==> src/verilog/serial_pkg.sv <==
`default_nettype none
package serial_pkg;
  // clocking and bit timing
  localparam int CLK_HZ       = 50_000_000;
  localparam int BAUD_DEFAULT = 115_200;
  localparam int TIMER_W      = 16;
  // register port
  localparam int ADDR_W = 2;
  localparam logic [ADDR_W-1:0] REG_CONTROL = 2'h0;
  localparam logic [ADDR_W-1:0] REG_DATA    = 2'h1;
  localparam logic [ADDR_W-1:0] REG_STATUS  = 2'h2;
  // control register fields
  localparam int BIT_MODE  = 7;
  localparam int BIT_MCE   = 5;
  localparam int BIT_REN   = 4;
  localparam int BIT_TB8   = 3;
  localparam int BIT_RB8   = 2;
  localparam int BIT_TI    = 1;
  localparam int BIT_RI    = 0;
  localparam int BIT_SPACE = 0;
  localparam logic [7:0] CTRL_RESET  = 8'h00;
  localparam logic [7:0] DATA_RESET  = 8'h00;
  // frame shape
  localparam int DATA_BITS  = 8;
  localparam int FIFO_DEPTH = 8;
  typedef enum logic [1:0] {
    PH_IDLE  = 2'b00,
    PH_START = 2'b01,
    PH_DATA  = 2'b10,
    PH_STOP  = 2'b11
  } phase_e;
endpackage : serial_pkg
`default_nettype wire
==> src/verilog/serial_link_if.sv <==
`default_nettype none
interface serial_link_if;
  // serial lines, idle high
  logic dev_to_node;
  logic node_to_dev;
  modport device (output dev_to_node, input node_to_dev);
  modport node   (input dev_to_node, output node_to_dev);
endinterface : serial_link_if
`default_nettype wire

==> src/verilog/serial_device.sv <==
`default_nettype none
module tx_fifo #(
  parameter int WIDTH = 8,
  parameter int DEPTH = 8
) (
  // clock and reset
  input  wire logic             clk,
  input  wire logic             rst_n,
  // fill side
  input  wire logic             in_valid,
  output logic                  in_ready,
  input  wire logic [WIDTH-1:0] in_data,
  // drain side
  output logic                  out_valid,
  input  wire logic             out_ready,
  output logic [WIDTH-1:0]      out_data
);
  localparam int PW = (DEPTH > 1) ? $clog2(DEPTH) : 1;
  localparam int CW = $clog2(DEPTH + 1);
  localparam logic [PW-1:0] LAST = PW'(DEPTH - 1);
  localparam logic [CW-1:0] FULL = CW'(DEPTH);

  logic [WIDTH-1:0] mem_q [DEPTH];
  logic [PW-1:0]    wr_ptr_q;
  logic [PW-1:0]    rd_ptr_q;
  logic [CW-1:0]    count_q;
  logic             push;
  logic             pop;

  // handshake terms
  assign in_ready  = (count_q != FULL);
  assign out_valid = (count_q != '0);
  assign out_data  = mem_q[rd_ptr_q];
  assign push      = in_valid & in_ready;
  assign pop       = out_valid & out_ready;

  // storage write
  always_ff @(posedge clk) begin
    if (push) begin
      mem_q[wr_ptr_q] <= in_data;
    end
  end

  // pointers and fill level
  always_ff @(posedge clk or negedge rst_n) begin
    if (!rst_n) begin
      wr_ptr_q <= '0;
      rd_ptr_q <= '0;
      count_q  <= '0;
    end else begin
      if (push) begin
        wr_ptr_q <= (wr_ptr_q == LAST) ? '0 : wr_ptr_q + 1'b1;
      end
      if (pop) begin
        rd_ptr_q <= (rd_ptr_q == LAST) ? '0 : rd_ptr_q + 1'b1;
      end
      if (push && !pop) begin
        count_q <= count_q + 1'b1;
      end else if (pop && !push) begin
        count_q <= count_q - 1'b1;
      end
    end
  end
endmodule : tx_fifo

module serial_device #(
  parameter int BAUD_RATE = serial_pkg::BAUD_DEFAULT
) (
  // clock and reset
  input  wire logic                          clk,
  input  wire logic                          rst_n,
  // register port
  input  wire logic [serial_pkg::ADDR_W-1:0] addr,
  input  wire logic [7:0]                    wdata,
  input  wire logic                          wr,
  input  wire logic                          rd,
  output logic [7:0]                         rdata,
  // interrupt and flow
  input  wire logic                          irq_enable,
  output logic                               irq,
  output logic                               tx_ready,
  // serial link
  serial_link_if.device                      link
);
  import serial_pkg::*;

  localparam int CLKS_PER_BIT = CLK_HZ / BAUD_RATE;
  localparam logic [TIMER_W-1:0] FULL_BIT = TIMER_W'(CLKS_PER_BIT - 1);
  localparam logic [TIMER_W-1:0] HALF_BIT = TIMER_W'(CLKS_PER_BIT / 2 - 1);

  // control fields
  logic       mode_q, mce_q, ren_q, tb8_q, rb8_q, ti_q, ri_q;
  logic [7:0] rx_buf_q;
  logic [7:0] rdata_q;
  logic       irq_q, tx_ready_q, txd_q;
  // receive pin filter
  logic       rx_s1_q, rx_s2_q, rx_s3_q, rx_filt_q, rx_prev_q;
  // engines
  phase_e             tx_ph_q, rx_ph_q;
  logic [TIMER_W-1:0] tx_tmr_q, rx_tmr_q;
  logic [3:0]         tx_idx_q, rx_idx_q;
  logic [8:0]         tx_sh_q, rx_sh_q;
  logic               rx_load, tx_stop_start, ctrl_wr;
  logic               fifo_ready, fifo_valid, fifo_pop;
  logic [7:0]         fifo_data;
  logic               rx_ninth;

  // number of data bits in a frame, ninth included in 9-bit mode
  function automatic logic [3:0] frame_bits(input logic mode);
    frame_bits = mode ? 4'h9 : 4'h8;
  endfunction : frame_bits

  assign ctrl_wr = wr && (addr == REG_CONTROL);

  // transmit queue behind the data buffer
  tx_fifo #(.WIDTH(DATA_BITS), .DEPTH(FIFO_DEPTH)) u_fifo (
    .clk       (clk),
    .rst_n     (rst_n),
    .in_valid  (wr && (addr == REG_DATA)),
    .in_ready  (fifo_ready),
    .in_data   (wdata),
    .out_valid (fifo_valid),
    .out_ready (fifo_pop),
    .out_data  (fifo_data)
  );
  assign fifo_pop = (tx_ph_q == PH_IDLE);

  // software-owned control bits
  always_ff @(posedge clk or negedge rst_n) begin
    if (!rst_n) begin
      mode_q <= CTRL_RESET[BIT_MODE];
      mce_q  <= CTRL_RESET[BIT_MCE];
      ren_q  <= CTRL_RESET[BIT_REN];
      tb8_q  <= CTRL_RESET[BIT_TB8];
    end else if (ctrl_wr) begin
      mode_q <= wdata[BIT_MODE];
      mce_q  <= wdata[BIT_MCE];
      ren_q  <= wdata[BIT_REN];
      tb8_q  <= wdata[BIT_TB8];
    end
  end

  // flags: hardware set wins over a software write
  always_ff @(posedge clk or negedge rst_n) begin
    if (!rst_n) begin
      ti_q  <= CTRL_RESET[BIT_TI];
      ri_q  <= CTRL_RESET[BIT_RI];
      rb8_q <= CTRL_RESET[BIT_RB8];
    end else begin
      if (tx_stop_start) begin
        ti_q <= 1'b1;
      end else if (ctrl_wr) begin
        ti_q <= wdata[BIT_TI];
      end
      if (rx_load) begin
        ri_q  <= 1'b1;
        rb8_q <= rx_ninth;
      end else if (ctrl_wr) begin
        ri_q  <= wdata[BIT_RI];
        rb8_q <= wdata[BIT_RB8];
      end
    end
  end

  // read port, data one cycle after the strobe
  always_ff @(posedge clk or negedge rst_n) begin
    if (!rst_n) begin
      rdata_q <= 8'h00;
    end else if (rd) begin
      unique case (addr)
        REG_CONTROL: rdata_q <= {mode_q, 1'b0, mce_q, ren_q, tb8_q, rb8_q, ti_q, ri_q};
        REG_DATA:    rdata_q <= rx_buf_q;
        REG_STATUS:  rdata_q <= {7'h00, fifo_ready};
        default:     rdata_q <= 8'h00;
      endcase
    end
  end

  // interrupt request and queue space
  always_ff @(posedge clk or negedge rst_n) begin
    if (!rst_n) begin
      irq_q      <= 1'b0;
      tx_ready_q <= 1'b0;
    end else begin
      irq_q      <= irq_enable && (ti_q || ri_q);
      tx_ready_q <= fifo_ready;
    end
  end

  // transmit engine
  assign tx_stop_start = (tx_ph_q == PH_DATA) && (tx_tmr_q == '0)
                         && (tx_idx_q == frame_bits(mode_q) - 4'h1);
  always_ff @(posedge clk or negedge rst_n) begin
    if (!rst_n) begin
      tx_ph_q  <= PH_IDLE;
      tx_tmr_q <= '0;
      tx_idx_q <= 4'h0;
      tx_sh_q  <= 9'h000;
      txd_q    <= 1'b1;
    end else begin
      tx_tmr_q <= (tx_tmr_q == '0) ? FULL_BIT : tx_tmr_q - 1'b1;
      unique case (tx_ph_q)
        PH_IDLE: begin
          txd_q <= 1'b1;
          if (fifo_valid) begin
            tx_sh_q  <= {tb8_q, fifo_data};
            tx_ph_q  <= PH_START;
            tx_tmr_q <= FULL_BIT;
            txd_q    <= 1'b0;
          end
        end
        PH_START: begin
          if (tx_tmr_q == '0) begin
            tx_ph_q  <= PH_DATA;
            tx_idx_q <= 4'h0;
            txd_q    <= tx_sh_q[0];
          end
        end
        PH_DATA: begin
          if (tx_tmr_q == '0) begin
            if (tx_stop_start) begin
              tx_ph_q <= PH_STOP;
              txd_q   <= 1'b1;
            end else begin
              tx_idx_q <= tx_idx_q + 4'h1;
              txd_q    <= tx_sh_q[tx_idx_q + 4'h1];
            end
          end
        end
        PH_STOP: begin
          if (tx_tmr_q == '0) begin
            tx_ph_q <= PH_IDLE;
          end
        end
      endcase
    end
  end

  // receive pin: three stages, change taken when stages two and three agree
  always_ff @(posedge clk or negedge rst_n) begin
    if (!rst_n) begin
      rx_s1_q   <= 1'b1;
      rx_s2_q   <= 1'b1;
      rx_s3_q   <= 1'b1;
      rx_filt_q <= 1'b1;
      rx_prev_q <= 1'b1;
    end else begin
      rx_s1_q   <= link.node_to_dev;
      rx_s2_q   <= rx_s1_q;
      rx_s3_q   <= rx_s2_q;
      rx_filt_q <= (rx_s2_q == rx_s3_q) ? rx_s3_q : rx_filt_q;
      rx_prev_q <= rx_filt_q;
    end
  end

  // load decision at the stop-bit sample
  assign rx_ninth = mode_q ? rx_sh_q[8] : rx_filt_q;
  assign rx_load  = (rx_ph_q == PH_STOP) && (rx_tmr_q == '0) && ren_q
                    && !ri_q && (!mce_q || rx_ninth);

  // receive engine
  always_ff @(posedge clk or negedge rst_n) begin
    if (!rst_n) begin
      rx_ph_q  <= PH_IDLE;
      rx_tmr_q <= '0;
      rx_idx_q <= 4'h0;
      rx_sh_q  <= 9'h000;
    end else if (!ren_q) begin
      rx_ph_q <= PH_IDLE;
    end else begin
      rx_tmr_q <= (rx_tmr_q == '0) ? FULL_BIT : rx_tmr_q - 1'b1;
      unique case (rx_ph_q)
        PH_IDLE: begin
          if (rx_prev_q && !rx_filt_q) begin
            rx_ph_q  <= PH_START;
            rx_tmr_q <= HALF_BIT;
          end
        end
        PH_START: begin
          if (rx_tmr_q == '0) begin
            rx_ph_q  <= rx_filt_q ? PH_IDLE : PH_DATA;
            rx_idx_q <= 4'h0;
          end
        end
        PH_DATA: begin
          if (rx_tmr_q == '0) begin
            rx_sh_q[rx_idx_q] <= rx_filt_q;
            rx_idx_q <= rx_idx_q + 4'h1;
            if (rx_idx_q == frame_bits(mode_q) - 4'h1) begin
              rx_ph_q <= PH_STOP;
            end
          end
        end
        PH_STOP: begin
          if (rx_tmr_q == '0) begin
            rx_ph_q <= PH_IDLE;
          end
        end
      endcase
    end
  end

  // receive buffer
  always_ff @(posedge clk or negedge rst_n) begin
    if (!rst_n) begin
      rx_buf_q <= DATA_RESET;
    end else if (rx_load) begin
      rx_buf_q <= rx_sh_q[7:0];
    end
  end

  assign rdata            = rdata_q;
  assign irq              = irq_q;
  assign tx_ready         = tx_ready_q;
  assign link.dev_to_node = txd_q;
endmodule : serial_device
`default_nettype wire

==> src/flat_wrapper.sv <==
// flat-port wrapper written by rule: the top's interface ports become plain ports
module serial_device_flat import serial_pkg::*;
#(
  parameter int BAUD_RATE = serial_pkg::BAUD_DEFAULT
)
  (clk, rst_n, addr, wdata, wr, rd, rdata, irq_enable, irq, tx_ready, link_dev_to_node, link_node_to_dev);
  serial_link_if link_i ();
  input  wire logic clk;
  input  wire logic rst_n;
  input  wire logic [serial_pkg::ADDR_W-1:0] addr;
  input  wire logic [7:0] wdata;
  input  wire logic wr;
  input  wire logic rd;
  output logic [7:0] rdata;
  input  wire logic irq_enable;
  output logic irq;
  output logic tx_ready;
  output wire logic [$bits(link_i.dev_to_node)-1:0] link_dev_to_node;
  input wire logic [$bits(link_i.node_to_dev)-1:0] link_node_to_dev;
  assign link_dev_to_node = link_i.dev_to_node;
  assign link_i.node_to_dev = link_node_to_dev;
  serial_device #(.BAUD_RATE(BAUD_RATE)) u_core (.clk(clk), .rst_n(rst_n), .addr(addr), .wdata(wdata), .wr(wr), .rd(rd), .rdata(rdata), .irq_enable(irq_enable), .irq(irq), .tx_ready(tx_ready), .link(link_i));
endmodule
==> config.mk <==
export PLATFORM = sky130hd
export DESIGN_NAME = serial_device_flat
export DESIGN_NICKNAME = d
export VERILOG_FILES = /design/src/verilog/serial_pkg.sv /design/src/verilog/serial_link_if.sv /design/src/verilog/serial_device.sv /design/src/flat_wrapper.sv
export SDC_FILE = /design/constraint.sdc
export NUM_CORES = 1
export LEC_CHECK = 0
export BUFFER_PORTS_ARGS = -buffer_cell sky130_fd_sc_hd__buf_2
export CAP_MARGIN = 20
export CELL_PAD_IN_SITES_DETAIL_PLACEMENT = 1
export CELL_PAD_IN_SITES_GLOBAL_PLACEMENT = 1
export CORE_MARGIN = 5
export CORE_UTILIZATION = 45
export CTS_BUF_LIST = sky130_fd_sc_hd__clkbuf_16
export CTS_CLUSTER_SIZE = 12
export DETAILED_ROUTE_END_ITERATION = 16
export PLACE_DENSITY = 0.81
export REMOVE_ABC_BUFFERS = 1
export SYNTH_ARGS = -nofsm -noshare
export SYNTH_HDL_FRONTEND = slang
export SYNTH_SLANG_ARGS = --single-unit
==> constraint.sdc <==
create_clock -name clk -period 6.3 [get_ports clk]
set_input_delay 1.26 -clock clk [delete_from_list [all_inputs] [get_ports clk]]
set_output_delay 1.26 -clock clk [all_outputs]
set_load 0.01 [all_outputs]
==> qor.log <==
[sta] final worst-path cycle share 0.544
[clock_network] post_cts resized 0
[floorplanning] floorplan die width 140 um
[flow_run] Max-cap violations 0
[clock_network] maximum clock path buffer count 2
[floorplanning] initial standard-cell utilization of the core 0.460
[detailed_routing] Via Count 4785
[worst_hold_path] Hold/Removal Path Class reg2reg
[layout] Final #Nets 659
[worst_setup_path] critical path cell sequence nor4_1 > nand2b_1 > ha_1 > inv_1 > ha_1 > a21o_1 > a21oi_1 > xnor2_1 > nor2_1 > xor2_1
[detailed_routing] total iterations of the first detailed-routing run 4
[layout] layout overhead on the synthesized area 13.1%
[clock_network] clock transition at the register clock pins on the worst setup and hold paths after CTS 0.07 ns
[global_routing] antenna violations before repair 0
[worst_hold_path] number of stages on the worst hold path 0
[clock_network] buffer type at the clock tree root sky130_fd_sc_hd__clkbuf_16
[worst_setup_path] maximum single-stage delay on the critical path 0.77 ns
[synthesis] mapped cell area 0.00762 mm^2
[pwr] power per cell area 322 mW/mm^2
[layout] final-layout fill cell count 1728
[detailed_routing] Antenna Nets Post-Route 0
[layout] most used cells in the layout excluding fill and tap cells 97 x sky130_fd_sc_hd__dfrtp_1, 64 x sky130_fd_sc_hd__edfxtp_1, 49 x sky130_fd_sc_hd__nand2_1
[worst_setup_path] type of the setup path with the least slack reg2reg
[worst_setup_path] arrival time worst endpoint 3.74 ns
[placement] placed wire-length estimate 12100 um
[placement] placer's final routability congestion estimate 0.854
[synthesis] mean instance size in the synthesized netlist 13.0 um^2
[worst_hold_path] end point of the most critical hold path u_core.rx_s2_q$_DFF_PN1_
[sta] maximum frequency from static timing analysis 292 MHz
[synthesis] distinct cell type count after synthesis 63
[synthesis] async set-or-reset flop fraction in the synthesized netlist 0.617
[clock_network] count of H-tree levels built during CTS 4
[worst_setup_path] r2r endpoint u_core.u_fifo.count_q[3]$_DFFE_PN0P_
[global_routing] met1 Use GR 0.234
[pwr] static leakage power 3.51 nW
[clock_network] Sink Count 167
[sta] setup TNS after final layout 0 ns
[sta] final count of hold timing violations 0
[worst_setup_path] Worst Path Max Fanout 25
[floorplanning] floorplan die area 0.0196 mm^2
[floorplanning] io pins 27
[global_routing] wire length of the first global-routing pass 29200 um
[layout] Antenna Diode Count 0
[sta] setup repair after global routing missed its margin no
[clock_network] TritonCTS Buffers 17
[global_routing] global routing usage summed across all routing layers 0.190
[worst_setup_path] r2r startpoint u_core.u_fifo.count_q[0]$_DFFE_PN0P_
[synthesis] Yosys reg bits 167
[synthesis] Synth Warn # 0
[worst_setup_path] crit path capture type flip-flop
[layout] FF/Latch Area 0.00451 mm^2
[detailed_routing] Routed WL 17500 um
[detailed_routing] DR WL/cell 20.6 um
[synthesis] sequential fraction of the synthesis area 0.591
[sta] Slew Viols, Final 0
[worst_setup_path] slack of the worst reg-to-reg path 2.87 ns
[layout] total area of multi-input combinational cells 0.00292 mm^2
[detailed_routing] post-DR vias/cell 5.62
[detailed_routing] number of DRC markers after the initial detailed-route iteration 139
[floorplanning] standard-cell rows 47
[floorplanning] Placeable Area 0.0166 mm^2
[worst_setup_path] kind of start point of the critical path flip-flop
[worst_setup_path] Worst Path Required 6.62 ns
[global_routing] total grt overflow 0
[pwr] worst-case vdd ir drop 0.200 mV
[worst_hold_path] worst hold path startpoint u_core.rx_s1_q$_DFF_PN1_
[floorplanning] Die Y 140 um
[sta] worst rel slew slack 0.373
[detailed_routing] DRC violations left 0
[global_routing] GRT Max-Usage Layer met2
[global_routing] number of global-route vias before repair 5277
[sta] actual slew at the worst max-slew pin 0.940 ns
[sta] setup violation total in the final timing report 0
[synthesis] Most used DFF post-synth sky130_fd_sc_hd__dfrtp_1
[clock_network] buffer count from post-CTS setup fixing 0
[clock_network] total of hold buffers inserted after clock tree synthesis 0
[layout] commonest non-fill, non-tap cell in the layout sky130_fd_sc_hd__dfrtp_1
[sta] Layout Skew 0.00808 ns
[sta] minimum clock period 3.43 ns
[global_routing] met2 demand-to-capacity share in global routing 0.336
[worst_setup_path] FF-to-FF path depth 10
[worst_setup_path] Slowest cell on crit path sky130_fd_sc_hd__nand2b_1
[clock_network] TritonCTS clock tree yes
[status] result of the run complete, no violations
[layout] layout cell share with drive strength beyond 1 0.199
[synthesis] number of instances in the synthesized netlist 588
[global_routing] pin count of the biggest net entering global routing 64
[synthesis] number of enable flip-flop cells after synthesis 64
[sta] minimum hold slack 0.359 ns
[clock_network] Skew-Pair Late Insertion Delay 0.44 ns
[global_routing] met3 Resource Use GR 0.0412
[worst_setup_path] most frequent cell on the critical path sky130_fd_sc_hd__ha_1
[placement] count of buffers from port buffering 26
==> final cells by class <==
| type | instances | area share |
|---|---|---|
| Multi-Input combinational cell | 372 | 0.339 |
| Tap cell | 220 | 0.0319 |
| Clock buffer | 17 | 0.0493 |
| Clock inverter | 15 | 0.0222 |
| Timing Repair Buffer | 32 | 0.0224 |
| Inverter | 29 | 0.0126 |
| Sequential cell | 167 | 0.523 |
==> registers in the layout (all words and copies together), names as in the netlist, 2 cells and up <==
| name | flops |
|---|---|
| u_core.u_fifo.mem_q | 64 |
| u_core.rx_tmr_q | 16 |
| u_core.tx_tmr_q | 16 |
| u_core.rx_sh_q | 9 |
| u_core.tx_sh_q | 9 |
| u_core.rdata | 8 |
| u_core.rx_buf_q | 8 |
| u_core.rx_idx_q | 4 |
| u_core.tx_idx_q | 4 |
| u_core.u_fifo.count_q | 4 |
| u_core.u_fifo.rd_ptr_q | 3 |
| u_core.u_fifo.wr_ptr_q | 3 |
| u_core.rx_ph_q | 2 |
| u_core.tx_ph_q | 2 |
==> power by group <==
part	switching [mW]	total, mW	internal, mW	leakage, nW
Combinational	0.201	0.347	0.147	1.32
Clock	0.465	1.10	0.636	0.302
Sequential	0.110	1.33	1.22	1.89
==> critical path, delay by kind of cell, from the launching register on <==
kind / cells / cell delay, ns
fa+ha+maj: 2 / 0.62
xor+xnor: 2 / 0.28
compound gates: 2 / 0.38
buf+inv: 1 / 0.11
simple gates: 3 / 1.46
flops: 1 / 0.46
==> Yosys cell counts, drive strengths merged, types with 2 or more instances <==
cell type | n | area, um^2
a211o | 2 | 17.5
a211oi | 2 | 15.0
a21boi | 2 | 15.0
a21o | 5 | 37.5
a21oi | 10 | 50.1
a22o | 7 | 61.3
a31oi | 2 | 12.5
buf | 5 | 28.8
clkbuf | 15 | 56.3
dfrtp | 97 | 2430
dfstp | 6 | 158
edfxtp | 64 | 1920
ha | 23 | 288
inv | 29 | 109
mux2 | 28 | 315
mux2i | 21 | 210
mux4 | 18 | 405
nand2 | 49 | 184
nand2b | 13 | 81.3
nand3 | 10 | 55.1
nand3b | 2 | 15.0
nand4 | 4 | 25.0
nor2 | 38 | 143
nor2b | 3 | 18.8
nor3 | 15 | 75.1
nor3b | 6 | 50.1
nor4 | 14 | 115
o21a | 3 | 22.5
o21ai | 28 | 140
o22ai | 9 | 62.6
o31ai | 4 | 30.0
o41ai | 2 | 17.5
or3 | 9 | 61.3
or4 | 2 | 18.8
xnor2 | 16 | 140
xor2 | 9 | 78.8
==> kinds of logic (layout without fill, tap and decap cells) <==
| family | Yosys count | after routing | synth area share |
|---|---|---|---|
| simple gates | 171 | 171 | 0.118 |
| flops | 167 | 167 | 0.591 |
| compound gates | 84 | 84 | 0.0731 |
| mux | 67 | 67 | 0.122 |
| buf+inv | 49 | 93 | 0.0254 |
| fa+ha+maj | 25 | 25 | 0.0417 |
| xor+xnor | 25 | 25 | 0.0287 |
==> routing by layer <==
| metal | up-vias | part of all wire |
|---|---|---|
| met2 | 58 | 0.54 |
| met5 | - | 0 |
| met1 | 2481 | 0.42 |
| met4 | 0 | 0.014 |
| met3 | 22 | 0.025 |
| li1 | 2224 | - |
==> how the worst max path moves through the flow <==
| stage | start | end | slack (ns) | depth (start not counted) |
|---|---|---|---|---|
| after floorplan | addr[0] | u_core.u_fifo.count_q[3]$_DFFE_PN0P_ | 3.39 | 12 |
| after global placement | addr[0] | u_core.u_fifo.mem_q[0][6]$_DFFE_PP_ | 2.96 | 7 |
| after detailed placement | addr[0] | u_core.u_fifo.mem_q[0][6]$_DFFE_PP_ | 2.52 | 7 |
| after CTS | u_core.u_fifo.count_q[0]$_DFFE_PN0P_ | u_core.u_fifo.count_q[3]$_DFFE_PN0P_ | 2.86 | 10 |
| after global routing | u_core.u_fifo.count_q[0]$_DFFE_PN0P_ | u_core.u_fifo.count_q[3]$_DFFE_PN0P_ | 2.65 | 10 |
| final | u_core.u_fifo.count_q[0]$_DFFE_PN0P_ | u_core.u_fifo.count_q[3]$_DFFE_PN0P_ | 2.87 | 10 |
==> metrics by stage <==
step	power [mW]	worst slack (ns)	utilization	area, um^2	instances
2_1_floorplan	1.55	3.39	-	7540	568
3_3_place_gp	1.65	2.96	0.479	7950	815
3_5_place_dp	1.70	2.52	0.480	7960	816
4_1_cts	2.81	2.86	0.517	8580	848
5_1_grt	2.92	2.65	0.520	8620	852
6_report	2.78	2.87	0.520	8620	852
Note: power is estimated with default switching activity, not from simulation.
